## src/lpmux_pkg.sv

```systemverilog
// Overview of operation
// - Rate field picks 50/100/200/500 ms blink period
// - Stretch disable drives activity straight from inputs
// - Options 0-3: link, plus any/tx/rx blink
// - Options 4-6: leader, follower, stretched activity
// - Option 9 link-loss latch, A error toggle, B errors
// - Force enable drives force value on pins a, b
// - Third force acts on clock pin as indicator
// - Polarity 0 active low, 1 active high
// - Strap at supply makes polarity default zero
// - Pin b alternate field: 2,3,6,7 signals
// - Pin a alternate field uses same codes
// - Clock pin field selects alternates, resets to 1
// - Bit 15 puts transmit error on pin b
// - Receive pad pull forced from bits 15:14
// - Transmit pad pull forced from bits 12:11
// - Bit 5 selects receive pad slew
// - Bit 0 selects transmit clock pad slew
// - Straps captured at power-up or reset, read-only
// - Reset sample of RX_D3 kept in bit 8
// - Two-bit mux: crystal, test clock, or configured signal
package lpmux_pkg;
	// Register indices; byte address is four times the index
	localparam logic [11:0] IDX_FUNC = 12'h0450;
	localparam logic [11:0] IDX_FORCE = 12'h0451;
	localparam logic [11:0] IDX_ALT1 = 12'h0452;
	localparam logic [11:0] IDX_ALT2 = 12'h0453;
	localparam logic [11:0] IDX_PAD = 12'h0456;
	localparam logic [11:0] IDX_STRAP = 12'h045D;
	localparam logic [11:0] IDX_CKMUX = 12'h045F;
	// Reset values
	localparam logic [15:0] RST_FUNC = 16'h2610;
	localparam logic [15:0] RST_FORCE = 16'h0049;
	localparam logic [15:0] RST_ALT1 = 16'h0000;
	localparam logic [15:0] RST_ALT2 = 16'h0001;
	localparam logic [15:0] RST_PAD = 16'h0000;
	localparam logic [15:0] RST_CKMUX = 16'h000C;
	// Writable bit masks
	localparam logic [15:0] MSK_FUNC = 16'h7FFF;
	localparam logic [15:0] MSK_FORCE = 16'h01FF;
	localparam logic [15:0] MSK_ALT1 = 16'h0707;
	localparam logic [15:0] MSK_ALT2 = 16'h8007;
	localparam logic [15:0] MSK_PAD = 16'hFC21;
	localparam logic [15:0] MSK_CKMUX = 16'h000F;
	// Field positions
	localparam int B_STR_DIS = 14;
	localparam int B_RATE = 12;
	localparam int B_TXER = 15;
	localparam int B_RX_PV = 14;
	localparam int B_RX_PF = 13;
	localparam int B_TX_PV = 11;
	localparam int B_TX_PF = 10;
	localparam int B_RX_SLEW = 5;
	localparam int B_TXC_SLEW = 0;
	localparam int B_B_MUX = 2;
	// Indicator option codes
	localparam logic [3:0] OPT_LINK = 4'h0;
	localparam logic [3:0] OPT_ANY = 4'h1;
	localparam logic [3:0] OPT_TX = 4'h2;
	localparam logic [3:0] OPT_RX = 4'h3;
	localparam logic [3:0] OPT_LEAD = 4'h4;
	localparam logic [3:0] OPT_FOLL = 4'h5;
	localparam logic [3:0] OPT_ACT = 4'h6;
	localparam logic [3:0] OPT_LOST = 4'h9;
	localparam logic [3:0] OPT_PRBS = 4'hA;
	localparam logic [3:0] OPT_XERR = 4'hB;
	// Alternate pin codes
	localparam logic [2:0] ALT_IND = 3'h1;
	localparam logic [2:0] ALT_WOL = 3'h2;
	localparam logic [2:0] ALT_UV = 3'h3;
	localparam logic [2:0] ALT_ESD = 3'h6;
	localparam logic [2:0] ALT_IRQ = 3'h7;
	// Pin mux codes
	localparam logic [1:0] MUX_XTAL = 2'h0;
	localparam logic [1:0] MUX_TCLK = 2'h1;
	localparam logic [1:0] MUX_CFG = 2'h3;
	// Timing
	localparam int CLK_NS = 50;
	localparam int MS_NS = 1000000;
	localparam int MS_CYC = MS_NS / CLK_NS;
	localparam logic [9:0] BLINK_MS_0 = 10'd50;
	localparam logic [9:0] BLINK_MS_1 = 10'd100;
	localparam logic [9:0] BLINK_MS_2 = 10'd200;
	localparam logic [9:0] BLINK_MS_3 = 10'd500;
	// Link-side status inputs
	typedef struct packed {
		logic link_good;
		logic leader;
		logic rx_dv;
		logic tx_ctrl;
		logic prbs_err;
		logic xmii_err;
		logic link_stat_read;
	} lpmux_stat_t;
	// Alternate pin sources
	typedef struct packed {
		logic wake_on_lan_signal;
		logic under_volt;
		logic esd_event;
		logic irq;
	} lpmux_alt_t;
	// Strap levels on the receive pins
	typedef struct packed {
		logic rx_d3;
		logic rx_d2;
		logic rx_d1;
		logic rx_d0;
		logic rx_clk;
		logic [1:0] rx_er;
		logic [1:0] rx_dv;
	} lpmux_strap_t;
endpackage : lpmux_pkg

```

## src/lpmux_top.sv

```systemverilog
// Implementation choice: the APB interface to the registers.
`timescale 1ns/1ps
`default_nettype none
module lpmux_top #(
	parameter int MS_CYCLES = lpmux_pkg::MS_CYC
) (
	// Clock and reset
	input wire logic pclk,
	input wire logic presetn,
	// APB slave
	input wire logic psel,
	input wire logic penable,
	input wire logic pwrite,
	input wire logic [15:0] paddr,
	input wire logic [31:0] pwdata,
	input wire logic [3:0] pstrb,
	output logic [31:0] prdata,
	output logic pready,
	output logic pslverr,
	// Link status and alternate sources
	input wire lpmux_pkg::lpmux_stat_t stat,
	input wire lpmux_pkg::lpmux_alt_t alt,
	input wire logic mii_tx_er,
	input wire logic crystal_input_clock,
	input wire logic test_transmit_clock,
	// Strap sampling
	input wire logic cold_boot,
	input wire lpmux_pkg::lpmux_strap_t straps,
	// Indicator pins
	input wire logic indicator_pin_a_i,
	output logic indicator_pin_a_o,
	output logic indicator_pin_a_oe_n,
	input wire logic indicator_pin_b_i,
	output logic indicator_pin_b_o,
	output logic indicator_pin_b_oe_n,
	output logic clock_output_pin,
	// MAC pad controls
	output logic [1:0] rx_pad_pull_select,
	output logic [1:0] tx_pad_pull_select,
	output logic rx_pad_slow,
	output logic txclk_pad_slow
);
	// Register file
	logic [15:0] func_r;
	logic [15:0] force_r;
	logic [15:0] alt1_r;
	logic [15:0] alt2_r;
	logic [15:0] pad_r;
	logic [15:0] ckmux_r;
	logic [15:0] strap_rst_r;   // Bits sampled at every reset
	logic [1:0] strap_pwr_r;    // Bits sampled at power-up only
	logic cap_done_r;           // Strap capture finished
	logic [31:0] prdata_r;
	// Activity and blink state
	logic [14:0] ms_cnt_r;
	logic ms_tick;
	logic [9:0] period_ms;
	logic [9:0] ph_cnt_r;
	logic phase_r;
	logic [9:0] act_ms_r;
	logic [9:0] tx_ms_r;
	logic [9:0] rx_ms_r;
	logic [9:0] err_ms_r;
	logic link_prev_r;
	logic lost_r;
	logic prbs_tgl_r;
	// Pin state
	logic pin_a_r;
	logic pin_b_r;
	logic pin_c_r;

	// Bus decode
	wire [11:0] idx = paddr[13:2];
	wire wr_en = psel && penable && pwrite;
	wire setup = psel && !penable;
	wire hit_func = idx == lpmux_pkg::IDX_FUNC;
	wire hit_force = idx == lpmux_pkg::IDX_FORCE;
	wire hit_alt1 = idx == lpmux_pkg::IDX_ALT1;
	wire hit_alt2 = idx == lpmux_pkg::IDX_ALT2;
	wire hit_pad = idx == lpmux_pkg::IDX_PAD;
	wire hit_strap = idx == lpmux_pkg::IDX_STRAP;
	wire hit_ckmux = idx == lpmux_pkg::IDX_CKMUX;
	wire hit = (hit_func || hit_force || hit_alt1 || hit_alt2 || hit_pad
		|| hit_strap || hit_ckmux) && paddr[1:0] == 2'b00 && paddr[15:14] == 2'b00;
	wire [15:0] bmask = {{8{pstrb[1]}}, {8{pstrb[0]}}};
	// Strap register view
	wire [15:0] strap_rd = {2'b00, strap_pwr_r, 2'b00, strap_rst_r[9:0]};

	// Zero-wait slave, error on unmapped address
	assign pready = 1'b1;
	assign pslverr = psel && penable && !hit;
	assign prdata = prdata_r;

	// Read data is fetched in the setup phase
	wire [15:0] rd_mux = hit_func ? func_r : hit_force ? force_r :
		hit_alt1 ? alt1_r : hit_alt2 ? alt2_r : hit_pad ? pad_r :
		hit_strap ? strap_rd : hit_ckmux ? ckmux_r : 16'h0000;
	always_ff @(posedge pclk or negedge presetn) begin
		if (!presetn) begin
			prdata_r <= 32'h0000_0000;
		end else if (setup && !pwrite) begin
			prdata_r <= {16'h0000, hit ? rd_mux : 16'h0000};
		end
	end

	// Merge a write into a register under mask and strobes
	function automatic logic [15:0] merge(input logic [15:0] old,
		input logic [15:0] wd, input logic [15:0] msk, input logic [15:0] bm);
		merge = (old & ~(msk & bm)) | (wd & msk & bm);
	endfunction : merge

	// Writable configuration registers
	always_ff @(posedge pclk or negedge presetn) begin
		if (!presetn) begin
			func_r <= lpmux_pkg::RST_FUNC;
			alt1_r <= lpmux_pkg::RST_ALT1;
			alt2_r <= lpmux_pkg::RST_ALT2;
			pad_r <= lpmux_pkg::RST_PAD;
			ckmux_r <= lpmux_pkg::RST_CKMUX;
		end else if (wr_en && hit) begin
			if (hit_func) func_r <= merge(func_r, pwdata[15:0], lpmux_pkg::MSK_FUNC, bmask);
			if (hit_alt1) alt1_r <= merge(alt1_r, pwdata[15:0], lpmux_pkg::MSK_ALT1, bmask);
			if (hit_alt2) alt2_r <= merge(alt2_r, pwdata[15:0], lpmux_pkg::MSK_ALT2, bmask);
			if (hit_pad) pad_r <= merge(pad_r, pwdata[15:0], lpmux_pkg::MSK_PAD, bmask);
			if (hit_ckmux) ckmux_r <= merge(ckmux_r, pwdata[15:0], lpmux_pkg::MSK_CKMUX, bmask);
		end
	end

	// Force/polarity register; strap sets polarity defaults once after reset
	always_ff @(posedge pclk or negedge presetn) begin
		if (!presetn) begin
			force_r <= lpmux_pkg::RST_FORCE;
		end else if (!cap_done_r) begin
			force_r[0] <= !indicator_pin_a_i;
			force_r[3] <= !indicator_pin_b_i;
		end else if (wr_en && hit_force && hit) begin
			force_r <= merge(force_r, pwdata[15:0], lpmux_pkg::MSK_FORCE, bmask);
		end
	end

	// Strap capture in the first cycle after reset release
	always_ff @(posedge pclk or negedge presetn) begin
		if (!presetn) begin
			cap_done_r <= 1'b0;
			strap_rst_r <= 16'h0000;
		end else if (!cap_done_r) begin
			cap_done_r <= 1'b1;
			strap_rst_r <= {6'h00, indicator_pin_a_i, straps.rx_d3, straps.rx_d2,
				straps.rx_d1, straps.rx_d0, straps.rx_clk, straps.rx_er,
				straps.rx_dv};
		end
	end

	// Power-up samples survive later resets, so they carry no reset
	always_ff @(posedge pclk) begin
		if (!cap_done_r && presetn && cold_boot) begin
			strap_pwr_r <= {indicator_pin_b_i, straps.rx_d3};
		end
	end

	// Millisecond tick divider
	assign ms_tick = ms_cnt_r == 15'(MS_CYCLES - 1);
	always_ff @(posedge pclk or negedge presetn) begin
		if (!presetn) ms_cnt_r <= 15'h0000;
		else ms_cnt_r <= ms_tick ? 15'h0000 : ms_cnt_r + 15'h0001;
	end

	// Blink period from the rate field
	wire [1:0] rate = func_r[lpmux_pkg::B_RATE +: 2];
	assign period_ms = rate == 2'd0 ? lpmux_pkg::BLINK_MS_0 :
		rate == 2'd1 ? lpmux_pkg::BLINK_MS_1 :
		rate == 2'd2 ? lpmux_pkg::BLINK_MS_2 : lpmux_pkg::BLINK_MS_3;

	// Blink phase toggles once per period
	always_ff @(posedge pclk or negedge presetn) begin
		if (!presetn) begin
			ph_cnt_r <= 10'h000;
			phase_r <= 1'b0;
		end else if (ms_tick) begin
			if (ph_cnt_r + 10'h001 >= period_ms) begin
				ph_cnt_r <= 10'h000;
				phase_r <= !phase_r;
			end else begin
				ph_cnt_r <= ph_cnt_r + 10'h001;
			end
		end
	end

	// Stretch counters: a pulse reloads a full period, ticks count down
	function automatic logic [9:0] hold(input logic [9:0] cnt, input logic ev,
		input logic tick, input logic [9:0] per);
		hold = ev ? per : (tick && cnt != 10'h000) ? cnt - 10'h001 : cnt;
	endfunction : hold
	wire any_act = stat.rx_dv || stat.tx_ctrl;
	always_ff @(posedge pclk or negedge presetn) begin
		if (!presetn) begin
			act_ms_r <= 10'h000;
			tx_ms_r <= 10'h000;
			rx_ms_r <= 10'h000;
			err_ms_r <= 10'h000;
		end else begin
			act_ms_r <= hold(act_ms_r, any_act, ms_tick, period_ms);
			tx_ms_r <= hold(tx_ms_r, stat.tx_ctrl, ms_tick, period_ms);
			rx_ms_r <= hold(rx_ms_r, stat.rx_dv, ms_tick, period_ms);
			err_ms_r <= hold(err_ms_r, stat.xmii_err, ms_tick, period_ms);
		end
	end

	// Activity levels, direct when stretching is off
	wire str_dis = func_r[lpmux_pkg::B_STR_DIS];
	wire act_w = str_dis ? any_act : act_ms_r != 10'h000;
	wire tx_w = str_dis ? stat.tx_ctrl : tx_ms_r != 10'h000;
	wire rx_w = str_dis ? stat.rx_dv : rx_ms_r != 10'h000;
	wire err_w = str_dis ? stat.xmii_err : err_ms_r != 10'h000;
	// Direct mode shows the pulse itself, stretched mode blinks
	wire blk = str_dis ? 1'b1 : phase_r;

	// Link-loss latch and error toggle; a new loss beats a read clear
	always_ff @(posedge pclk or negedge presetn) begin
		if (!presetn) begin
			link_prev_r <= 1'b0;
			lost_r <= 1'b0;
			prbs_tgl_r <= 1'b0;
		end else begin
			link_prev_r <= stat.link_good;
			if (link_prev_r && !stat.link_good) lost_r <= 1'b1;
			else if (stat.link_stat_read) lost_r <= 1'b0;
			if (stat.prbs_err) prbs_tgl_r <= !prbs_tgl_r;
		end
	end

	// Indicator function for one option code, active-high
	function automatic logic ind_fn(input logic [3:0] opt, input logic lk,
		input logic ld, input logic a, input logic t, input logic r,
		input logic b, input logic lost, input logic pt, input logic e);
		case (opt)
			lpmux_pkg::OPT_LINK: ind_fn = lk;
			lpmux_pkg::OPT_ANY: ind_fn = lk && !(a && b);
			lpmux_pkg::OPT_TX: ind_fn = lk && !(t && b);
			lpmux_pkg::OPT_RX: ind_fn = lk && !(r && b);
			lpmux_pkg::OPT_LEAD: ind_fn = lk && ld;
			lpmux_pkg::OPT_FOLL: ind_fn = lk && !ld;
			lpmux_pkg::OPT_ACT: ind_fn = a;
			lpmux_pkg::OPT_LOST: ind_fn = lost;
			lpmux_pkg::OPT_PRBS: ind_fn = pt;
			lpmux_pkg::OPT_XERR: ind_fn = e;
			default: ind_fn = 1'b0;
		endcase
	endfunction : ind_fn

	// Per-indicator level after force and polarity
	logic [2:0] ind_w;
	logic [2:0] lvl_w;
	genvar gi;
	generate
		for (gi = 0; gi < 3; gi++) begin : g_ind
			assign ind_w[gi] = ind_fn(func_r[gi*4 +: 4], stat.link_good, stat.leader,
				act_w, tx_w, rx_w, blk, lost_r, prbs_tgl_r, err_w);
			assign lvl_w[gi] = force_r[gi*3+2] ? force_r[gi*3+1]
				: (ind_w[gi] ~^ force_r[gi*3]);
		end
	endgenerate

	// Alternate source for a three-bit configuration code
	function automatic logic alt_sel(input logic [2:0] c, input logic dflt,
		input lpmux_pkg::lpmux_alt_t s);
		case (c)
			lpmux_pkg::ALT_WOL: alt_sel = s.wake_on_lan_signal;
			lpmux_pkg::ALT_UV: alt_sel = s.under_volt;
			lpmux_pkg::ALT_ESD: alt_sel = s.esd_event;
			lpmux_pkg::ALT_IRQ: alt_sel = s.irq;
			default: alt_sel = dflt;
		endcase
	endfunction : alt_sel

	// Pin selection
	wire [2:0] cfg_a = alt1_r[2:0];
	wire [2:0] cfg_b = alt1_r[10:8];
	wire [2:0] cfg_c = alt2_r[2:0];
	wire [1:0] mux_b = ckmux_r[lpmux_pkg::B_B_MUX +: 2];
	wire [1:0] mux_c = ckmux_r[1:0];
	wire a_nxt = alt_sel(cfg_a, lvl_w[0], alt);
	wire b_cfg = alt_sel(cfg_b, lvl_w[1], alt);
	wire b_nxt = alt2_r[lpmux_pkg::B_TXER] ? mii_tx_er
		: mux_b == lpmux_pkg::MUX_CFG ? b_cfg : 1'b0;
	// Third indicator reaches the clock pin only with code 1
	wire c_nxt = cfg_c == lpmux_pkg::ALT_IND ? lvl_w[2]
		: alt_sel(cfg_c, 1'b0, alt);

	// Registered pin levels; pins released during strap capture
	always_ff @(posedge pclk or negedge presetn) begin
		if (!presetn) begin
			pin_a_r <= 1'b0;
			pin_b_r <= 1'b0;
			pin_c_r <= 1'b0;
		end else begin
			pin_a_r <= a_nxt;
			pin_b_r <= b_nxt;
			pin_c_r <= c_nxt;
		end
	end
	wire b_clk = !alt2_r[lpmux_pkg::B_TXER] && mux_b != lpmux_pkg::MUX_CFG;
	assign indicator_pin_a_o = pin_a_r;
	assign indicator_pin_a_oe_n = !cap_done_r;
	assign indicator_pin_b_o = !b_clk ? pin_b_r
		: mux_b == lpmux_pkg::MUX_XTAL ? crystal_input_clock
		: mux_b == lpmux_pkg::MUX_TCLK ? test_transmit_clock : 1'b0;
	assign indicator_pin_b_oe_n = !cap_done_r;
	assign clock_output_pin = mux_c == lpmux_pkg::MUX_XTAL ? crystal_input_clock
		: mux_c == lpmux_pkg::MUX_TCLK ? test_transmit_clock
		: mux_c == lpmux_pkg::MUX_CFG ? pin_c_r : 1'b0;

	// Pad controls straight from register bits
	assign rx_pad_pull_select = pad_r[lpmux_pkg::B_RX_PF]
		? pad_r[lpmux_pkg::B_RX_PV +: 2] : 2'b00;
	assign tx_pad_pull_select = pad_r[lpmux_pkg::B_TX_PF]
		? pad_r[lpmux_pkg::B_TX_PV +: 2] : 2'b00;
	assign rx_pad_slow = pad_r[lpmux_pkg::B_RX_SLEW];
	assign txclk_pad_slow = pad_r[lpmux_pkg::B_TXC_SLEW];
endmodule : lpmux_top
`default_nettype wire

```

## config.mk

```make
export PLATFORM = sky130hd
export DESIGN_NAME = lpmux_top
export DESIGN_NICKNAME = d
export VERILOG_FILES = /design/src/lpmux_pkg.sv /design/src/lpmux_top.sv
export SDC_FILE = /design/constraint.sdc
export NUM_CORES = 1
export LEC_CHECK = 0
export BUFFER_PORTS_ARGS = -buffer_cell sky130_fd_sc_hd__buf_4
export CAP_MARGIN = 40
export CORE_UTILIZATION = 62
export DETAILED_ROUTE_END_ITERATION = 7
export GPL_TIMING_DRIVEN = 0
export PLACE_DENSITY = 0.86
export SLEW_MARGIN = 40
export SYNTH_ARGS = -nofsm -noshare
export SYNTH_HDL_FRONTEND = slang
export SYNTH_SLANG_ARGS = --single-unit
```

## constraint.sdc

```tcl
create_clock -name pclk -period 4.84 [get_ports pclk]
set_clock_uncertainty 0.1 [all_clocks]
set_input_delay 0.968 -clock pclk [delete_from_list [all_inputs] [get_ports pclk]]
set_output_delay 0.968 -clock pclk [all_outputs]
set_load 0.03 [all_outputs]
```

==> metrics.csv, run 1 <==
stage,metric,value,unit
layout,final_nets,1057,
drt,avgViaCountPerCell,6.15,
drt,drt-pass1-iter-count,5,
floorplanning,rows,41,
timing,rsz0062_at_grt,false,
timing,maxSlewHeadroom,0.451,
drt,drt_iter0_drc,650,
clocking,cts-root-buf,clkbuf_16,
drt,ant_nets,0,
synthesis,yosys_warnings,0,
setup_path,crit_path_start_kind,input port,
synthesis,syn_area_per_cell,10.0,µm²
timing,drv_slew,0,
clocking,cts_tree,done,
pwr,p_leak,0.00442,µW
clocking,cts_setup_buffers,0,
job,drv_cap,0,
layout,final_cells,1137,
setup_path,crit_arrival,2970,ps
setup_path,path_max_fanout,10,
pwr,power_density,304,nW/µm²
setup_path,cp.buffers_inverters,3,
synthesis,synth_cells,829,
clocking,cts.clk_slew.worst_paths,60,ps
timing,setup_viol,0,
setup_path,crit_type,in2out,
setup_path,worstPathRequired,3770,ps
clocking,cts_buffer_depth,2,
synthesis,synth_ff_type,dfrtp_1,
grt,grt_pass1_vias,6929,
synthesis,syn_area,8310,µm²
grt,grt_max_degree,65,
drt,vias,6990,
clocking,cts_inserted_buffers,17,
setup_path,path_cells,clkbuf_1 -> nand2b_1 -> a21oi_1 -> nor2_1 -> or3_1 -> clkbuf_1 -> and3_1 -> buf_4,
place,dp.cells,1106,
place,dp_hpwl,15300,µm
run_status,status,completed,
synthesis,yosysSeqAreaShare,0.445,
synthesis,ys_ff_latch,147,
pwr,irDropWorstVdd,309,µV
synthesis,ys_types,78,
place,place.gp.congestion,0.913,
grt,grt-ovfl-total,0,
clocking,clkLatencyLatePin,430,ps
timing,hold_violations,0,
drt,routedWlPerCell,18.6,µm
timing,fmax,0.248,GHz
setup_path,cp_slowest_stage_delay,470,ps
floorplanning,dieArea,13900,µm²
timing,tns,0,ps
clocking,clock_sinks,147,
synthesis,async_reset_ff_frac,0.986,
worst_hold_path,min_path_type,in2async,
timing,worst_pin_slew,822,ps
setup_path,critPathTopFamily,simple AND/OR/NAND/NOR gates,
setup_path,crit_top_cell,clkbuf_1,
floorplanning,initial_core_util,0.648,
layout,num-fill-cells,828,
clocking,cts_htree_levels,4,
grt,grtUsageTotal,0.320,
setup_path,crit_path_top_delay_cell,clkbuf_1,
drt,routed_wl,21200,µm
layout,area_growth,20.7,%
timing,fin_crit,4030,ps
layout,seq_area,3700,µm²
floorplanning,coreArea,12800,µm²
synthesis,synth_edf_count,2,
grt,antenna_found_initial,1,
floorplanning,design.portCount,128,
layout,multi_input_area,4340,µm²
floorplanning,die-height,118,µm
floorplanning,die_x,118,µm
grt,grt_pass1_wl,34600,µm
place,numPortBuffers,87,
layout,n_antenna_cell,0,
clocking,cts-resized-gates,0,
layout,drive_gt1_frac,0.241,
drt,drc,0,
setup_path,cp-end-kind,primary output,
clocking,cts_hold_buf,0,
timing,fin_crit_sh,0.833,
[layout by cell type, fill, tap and decap left out, types with 6 or more instances in the layout]
cell type and count:
buf_4 104, clkbuf_1 29, nand2b_1 17, bufinv_16 7, conb_1 18, and2_1 7
mux2i_1 23, nor4_1 11, xnor2_1 33, a22oi_1 6, inv_1 29, o21ai_0 47
and3_1 10, nor3_1 17, nor3b_1 10, or4_1 8, o21a_1 6, nand4_1 14
dfrtp_1 135, o41ai_1 6, nand2_1 87, nand3_1 27, xor2_1 24, dfstp_2 10
clkbuf_16 17, mux2_2 53, nor2_1 60, a21oi_1 21, ha_1 21
[final timing paths]
check	startpoint	endpoint	slack (ps)	cells past startpoint
hold / removal	presetn	prdata[13]$_DFFE_PN0P_	270	1
hold reg to reg	ms_cnt_r[11]$_DFF_PN0_	ms_cnt_r[11]$_DFF_PN0_	380	1
setup reg to reg	flip-flop	phase_r$_DFFE_PN0P_	1460	11
setup / recovery	paddr[2]	pslverr	810	8
min in group pclk	ms_cnt_r[11]$_DFF_PN0_	ms_cnt_r[11]$_DFF_PN0_	380	1
max in group asynchronous	presetn	asynchronous set/reset pin	3460	3
[routing by layer]
metal  vias up  global-route usage  wire length, µm
li1       3183                   -                -
met1      3416               0.437             8960
met2       322               0.499             9960
met3        67              0.0654             1680
met4         2               0.136              590
met5         -                   0               14
[where the power goes]
group	switching [µW]	total, µW	internal (µW)
sequential	25.2	1280	1260
combinational	125	219	93.4
clock	508	1550	1040
[Yosys cell counts (5+ instances only)]
master / instances / share of area
a22oi_1: 6 / 0.0054
mux4_2: 5 / 0.014
nand3_1: 27 / 0.016
xnor2_1: 33 / 0.035
ha_1: 21 / 0.032
o211ai_1: 5 / 0.0045
dfstp_2: 10 / 0.032
nand2_1: 87 / 0.039
nor3_1: 17 / 0.010
clkbuf_1: 27 / 0.012
nor2b_1: 5 / 0.0038
buf_4: 18 / 0.016
mux2i_1: 23 / 0.028
nand4_1: 14 / 0.011
nor4_1: 13 / 0.0098
o41ai_1: 6 / 0.0063
inv_1: 29 / 0.013
and2_1: 7 / 0.0053
nor2_1: 60 / 0.027
a21oi_1: 21 / 0.013
dfrtp_1: 135 / 0.41
xor2_1: 24 / 0.025
mux2_2: 53 / 0.072
nand2b_1: 17 / 0.013
o21ai_0: 47 / 0.028
o31ai_1: 5 / 0.0045
o21a_1: 6 / 0.0054
nor3b_1: 10 / 0.0090
and3_1: 10 / 0.0075
or4_1: 8 / 0.0072
[cell families (layout without fill, tap and decap cells)]
kind of cell,Yosys count,count (layout),synth area share
compound gates,130,130,0.102
flops,147,147,0.445
buf+inv,78,198,0.0449
xor+xnor,57,57,0.0601
other cells,2,18,0.000903
fa+ha+maj,21,21,0.0316
simple gates,313,313,0.202
mux,81,81,0.113
[per-stage QoR]
step / instance area (µm²) / total power (µW) / setup slack, ps / hold slack, ps / utilization
after detailed placement: 9320 / 1520 / 920 / 368 / 0.726
after floorplan: 8370 / 1410 / 1350 / 350 / -
final: 10000 / 3050 / 806 / 265 / 0.782
after CTS: 10000 / 3050 / 921 / 266 / 0.780
after global placement: 9240 / 1500 / 937 / 364 / 0.721
after global routing: 10000 / 3130 / 694 / 269 / 0.782
[cell type report]
cell class	instances	area share
multi-input cells	620	0.432
inverters	29	0.0109
plain buffers	49	0.0263
clock inverters	10	0.0228
flip-flops and latches	147	0.369
clock buffers	21	0.0459
repair buffers	89	0.0713
well taps	172	0.0215
[worst register-to-register path, stage by stage, from the launching register on]
cell and delay, ps:
dfstp_2 580, inv_1 90, ha_1 350, nor2_1 560
inv_1 100, ha_1 290, o21ai_0 80, a31oi_1 150
o41ai_1 80, o211ai_1 580, nand2_1 150, xnor2_1 150
(Power assumes the default switching activity.)
==> run 2: changes to the inputs <==
CORE_UTILIZATION = 58   (was 62)
PLACE_DENSITY = 0.81   (was 0.86)
clock period = 3.9 ns   (was 4.84 ns; I/O delays follow)
==> run 2 against run 1 <==
Compared with the run above: global-route usage fell by 1.3 points; cell count rose by 0.88%; via count shrank 1.5%; die area increased by 6.8%; utilization is 6.8 points lower; clock-buffer cell count is 4 lower; power increased by 14%; critical endpoint unchanged; sequential power grew 24%; combinational power is 22% higher; clock power rose by 5%; highest routed layer is now met4.
==> metrics.csv, run 2 (synthesis gave the netlist of run 1 again) <==
stage,metric,value,unit
run_status,status,completed,
grt,antenna_found_initial,1,
drt,drt_iter0_drc,656,
clocking,clkLatencyLatePin,430,ps
grt,grt-ovfl-total,0,
clocking,cts_hold_buf,0,
floorplanning,coreArea,13900,µm²
drt,routedWlPerCell,18.5,µm
drt,vias,6884,
setup_path,crit_path_start_kind,input port,
pwr,irDropWorstVdd,319,µV
drt,avgViaCountPerCell,6.00,
floorplanning,die_x,122,µm
timing,setup_viol,0,
pwr,pwr-share-seq,0.456,
layout,num-fill-cells,1066,
layout,final_util,0.714,
layout,final_cell_mix,"dfrtp_1 (135), buf_4 (104), nand2_1 (87), nor2_1 (60), mux2_2 (53)",
drt,drt-pass1-iter-count,5,
timing,fin_crit,3600,ps
floorplanning,initial_core_util,0.597,
layout,n_antenna_cell,0,
clocking,cts_buffer_depth,2,
place,numPortBuffers,87,
drt,wl_met2,10100,µm
job,drv_cap,0,
pwr,switchingPower,865,µW
timing,hold_slack,121,ps
setup_path,crit_type,in2out,
clocking,cts-resized-gates,0,
pwr,p_leak,0.00436,µW
drt,drt-met1-wl,9110,µm
timing,maxSlewHeadroom,0.468,
setup_path,cp-end-kind,primary output,
worst_hold_path,min_path_type,in2async,
setup_path,worstPathRequired,3020,ps
pwr,netSwitchingFraction,0.248,
grt,grt_pass1_wl,34700,µm
drt,ant_nets,0,
pwr,p_clk_frac,0.467,
setup_path,crit_arrival,2720,ps
floorplanning,die-height,122,µm
setup_path,path_max_fanout,10,
clocking,cts_inserted_buffers,17,
pwr,power_density,351,nW/µm²
timing,fin_crit_sh,0.923,
layout,area_growth,19.6,%
grt,grtUsageTotal,0.307,
layout,final_common_cell,dfrtp_1,
clocking,cts_tree,done,
clocking,clock_sinks,147,
timing,rsz0062_at_grt,false,
grt,grt_max_degree,60,
setup_path,ff2ff_setup_slack,610,ps
clocking,cts_htree_levels,4,
place,place.gp.congestion,0.912,
layout,drive_gt1_frac,0.245,
timing,worst_pin_slew,777,ps
clocking,cts-root-buf,clkbuf_16,
floorplanning,dieArea,14800,µm²
clocking,cts.clk_slew.worst_paths,60,ps
drt,routed_wl,21300,µm
layout,final_nets,1058,
timing,hold_violations,0,
timing,drv_slew,0,
timing,fmax,0.278,GHz
pwr,p_int,2620,µW
floorplanning,design.portCount,128,
floorplanning,rows,43,
timing,tns,0,ps
drt,highest_layer,met4,
clocking,cts_setup_buffers,0,
pwr,p_comb_frac,0.077,
drt,drc,0,
drt,wl_met3,1690,µm
place,dp_hpwl,15500,µm
grt,grt_pass1_vias,6761,
run 2: cell types whose count changed in the layout (fill, tap and decap cells not counted), moves of 2 or more:
cell / change
clkbuf_1: -2
clkinvlp_4: +7
clkbuf_8: -2
bufinv_16: -5
run 2: critical path, stage by stage:
cell and delay (ps):
clkbuf_1 470, nand2b_1 340, a21oi_1 110, nor2_1 240, or3_1 160, clkbuf_1 260
and3_1 200, buf_4 150
run 2: through the flow:
step	setup slack [ps]	power (µW)	area, µm²	std cells
floorplan	787	1750	8370	845
global placement	215	1870	9250	1112
detailed placement	181	1880	9320	1114
CTS	422	3500	9910	1146
global route	204	3590	9950	1147
finish	301	3490	9950	1147
run 2: worst paths after layout:
| check | start | to | cells after the start |
|---|---|---|---|
| max in group asynchronous | presetn | asynchronous set/reset pin | 2 |
| min in group pclk | prdata[9]$_DFFE_PN0P_ | prdata[9]$_DFFE_PN0P_ | 2 |
| worst min register to register | prdata[9]$_DFFE_PN0P_ | prdata[9]$_DFFE_PN0P_ | 2 |
| worst min-delay path | presetn | prdata[15]$_DFFE_PN0P_ | 1 |
| worst max-delay path | paddr[2] | pslverr | 8 |
| worst max register to register | flip-flop | ph_cnt_r[8]$_DFFE_PN0N_ | 11 |
run 2: layer usage:
metal,up-vias,GRT usage
li1,3196,-
met1,3359,0.413
met2,292,0.492
met3,37,0.0796
met4,0,0.0826
met5,-,0
run 2: area by class of cell:
type	instances	area, µm²	share of cell area
plain buffers	49	264	0.0265
repair buffers	90	721	0.0725
multi-input cells	620	4340	0.436
flip-flops and latches	147	3700	0.372
inverters	29	109	0.0109
clock buffers	17	425	0.0428
well taps	180	225	0.0226
clock inverters	15	160	0.0161
run 2: power groups by stage:
| stage | clock network [µW] | registers, µW | logic (µW) |
|---|---|---|---|
| final | 1630 | 1590 | 268 |
| after global routing | 1710 | 1590 | 295 |
| after CTS | 1640 | 1590 | 266 |
| after detailed placement | 0 | 1620 | 264 |
| after global placement | 0 | 1610 | 250 |
| after floorplan | 0 | 1610 | 138 |
==> run 3: changes to the inputs <==
ABC_AREA = 1   (was default)
TNS_END_PERCENT = 5   (was default)
==> run 3 against run 2 <==
Compared with the run above: sequential share of layout area shrank 1.4 points; global-route usage shrank 0.25 points; design area is 4.0% higher; utilization down 0.46 points; sequential power about the same; largest power group unchanged; highest routed layer unchanged.
==> metrics.csv, run 3 <==
stage,metric,value,unit
setup_path,path_cells,buf_4 -> nor2_1 -> nand3_2 -> inv_2 -> nand3_2 -> nor3_4 -> nor2_1 -> nand2_4 -> nand2_1 -> inv_1 -> nor2_1 -> buf_4,
pwr,netSwitchingFraction,0.255,
pwr,switchingPower,944,µW
synthesis,yosysSeqAreaShare,0.425,
pwr,power,3700,µW
grt,grt_pass1_vias,7604,
setup_path,cp-end-kind,primary output,
setup_path,worstPathRequired,3020,ps
pwr,p_int,2750,µW
synthesis,ys_ff_latch,147,
place,dp_hpwl,17200,µm
run_status,status,completed,
floorplanning,initial_core_util,0.596,
pwr,irDropWorstVdd,295,µV
floorplanning,die-height,124,µm
drt,drt_iter0_drc,878,
drt,ant_nets,0,
synthesis,synth_area_leaders,"dfrtp_1 (39%), nand2_1 (12%), inv_1 (6.6%)",
synthesis,async_reset_ff_frac,0.986,
layout,drive_gt1_frac,0.157,
layout,final_common_cell,nand2_1,
timing,setup_viol,0,
pwr,p_leak,0.00509,µW
worst_hold_path,min_path_type,in2async,
pwr,pwr-share-seq,0.437,
layout,multi_input_area,4230,µm²
synthesis,synth_top_cell_by_area,dfrtp_1,
setup_path,crit_top_cell,nor2_1,
timing,rsz0062_at_grt,false,
clocking,cts_tree,done,
timing,fmax,0.322,GHz
timing,drv_slew,0,
layout,area_growth,18.9,%
grt,grt_max_degree,66,
floorplanning,rows,44,
place,numPortBuffers,89,
clocking,cts_inserted_buffers,17,
clocking,cts_setup_buffers,0,
drt,vias,8265,
synthesis,syn_area_per_cell,7.53,µm²
grt,grt-ovfl-total,0,
layout,final_cell_mix,"nand2_1 (282), inv_1 (152), dfrtp_1 (135), nor2_1 (125), buf_4 (106)",
synthesis,yosys_warnings,0,
place,placed_area,9710,µm²
synthesis,synth_top_area_share,0.388,
grt,grt_pass1_wl,37400,µm
drt,drt-pass1-iter-count,7,
synthesis,synth_common_cells,"nand2_1 (282), inv_1 (152), dfrtp_1 (135), nor2_1 (125), o21ai_0 (92)",
clocking,cts-resized-gates,0,
setup_path,crit_arrival,2220,ps
layout,seq_area,3700,µm²
pwr,p_comb_frac,0.094,
setup_path,cp_slowest_stage_delay,280,ps
clocking,clkLatencyLatePin,430,ps
synthesis,synth_edf_count,2,
synthesis,syn_area,8700,µm²
setup_path,crit_path_top_delay_cell,nor3_4,
floorplanning,design.portCount,128,
drt,routedWlPerCell,15.5,µm
setup_path,crit_type,in2out,
timing,worst_pin_slew,552,ps
setup_path,path_max_fanout,6,
clocking,clock_sinks,147,
grt,antenna_found_initial,0,
floorplanning,coreArea,14600,µm²
clocking,cts_htree_levels,4,
grt,use_met1,0.403,
grt,grtUsageMet2,0.493,
grt,grtUsageTotal,0.305,
grt,gr-usage-met3,0.0494,
synthesis,ys_types,56,
timing,tns,0,ps
layout,n_antenna_cell,0,
timing,maxSlewHeadroom,0.629,
layout,final_util,0.709,
timing,fin_crit_sh,0.796,
clocking,cts_hold_buf,0,
clocking,cts-root-buf,clkbuf_16,
timing,fin_crit,3100,ps
clocking,cts_buffer_depth,2,
pwr,power_density,357,nW/µm²
synthesis,synth.most_common_cell,nand2_1,
drt,avgViaCountPerCell,5.59,
layout,fin_area,10300,µm²
place,place.gp.congestion,0.935,
synthesis,synth_cells,1155,
timing,hold_violations,0,
clocking,cts.clk_slew.worst_paths,60,ps
job,drv_cap,0,
floorplanning,die_x,124,µm
grt,top_usage_layer,met2,
drt,drc,0,
layout,final_nets,1385,
setup_path,crit_path_start_kind,input port,
pwr,p_clk_frac,0.469,
drt,routed_wl,23000,µm
synthesis,synth_ff_type,dfrtp_1,
floorplanning,dieArea,15500,µm²
layout,num-fill-cells,1198,
[run 3: final timing paths]
kind / slack, ps / end / start / depth (start not counted)
hold reg to reg: 380 / lost_r$_DFFE_PN0P_ / link_prev_r$_DFF_PN0_ / 2
max in group asynchronous: 2630 / force_r[3]$_DFFE_PN1P_ / presetn / 3
setup / recovery: 800 / pslverr / paddr[7] / 12
min in group pclk: 380 / lost_r$_DFFE_PN0P_ / link_prev_r$_DFF_PN0_ / 2
hold / removal: 130 / tx_ms_r[7]$_DFFE_PN0P_ / presetn / 1
setup reg to reg: 810 / ph_cnt_r[3]$_DFFE_PN0N_ / flip-flop / 15
[run 3: logic make-up after synthesis]
kind of cell | count (synthesis) | share of synthesized area
xor+xnor | 21 | 0.0211
fa+ha+maj | 21 | 0.0302
buf+inv | 196 | 0.0956
compound gates | 221 | 0.153
mux | 1 | 0.00115
flops | 147 | 0.425
simple gates | 546 | 0.272
other cells | 2 | 0.000863
[run 3: power by group through the flow]
stage	registers, µW	clock network (µW)	logic, µW
floorplan	1630	0	200
global route	1620	1800	386
global placement	1640	0	330
finish	1620	1740	346
detailed placement	1640	0	343
CTS	1610	1740	345
[run 3: worst max-delay path: cells and delay by family]
family / cells / cell delay (ps)
simple gates: 8 / 980
buf+inv: 4 / 470
[run 3: per-stage QoR]
stage | setup WS (ps) | hold WS (ps) | instances
6_report | 796 | 127 | 1478
5_1_grt | 502 | 155 | 1478
4_1_cts | 803 | 136 | 1478
3_5_place_dp | 790 | 346 | 1446
3_3_place_gp | 827 | 348 | 1444
2_1_floorplan | 1030 | 330 | 1171
[run 3: layout make-up]
cell class	count	share of cell area
plain buffers	39	0.0235
inverters	157	0.0570
clock buffers	18	0.0435
multi-input cells	828	0.409
well taps	184	0.0223
flip-flops and latches	147	0.358
repair buffers	91	0.0699
clock inverters	14	0.0172
[run 3: layer usage]
metal | vias up | wire length [µm]
met3 | 55 | 1690
met1 | 3829 | 9660
met2 | 368 | 10800
met5 | - | 0
met4 | 0 | 797
li1 | 4013 | -
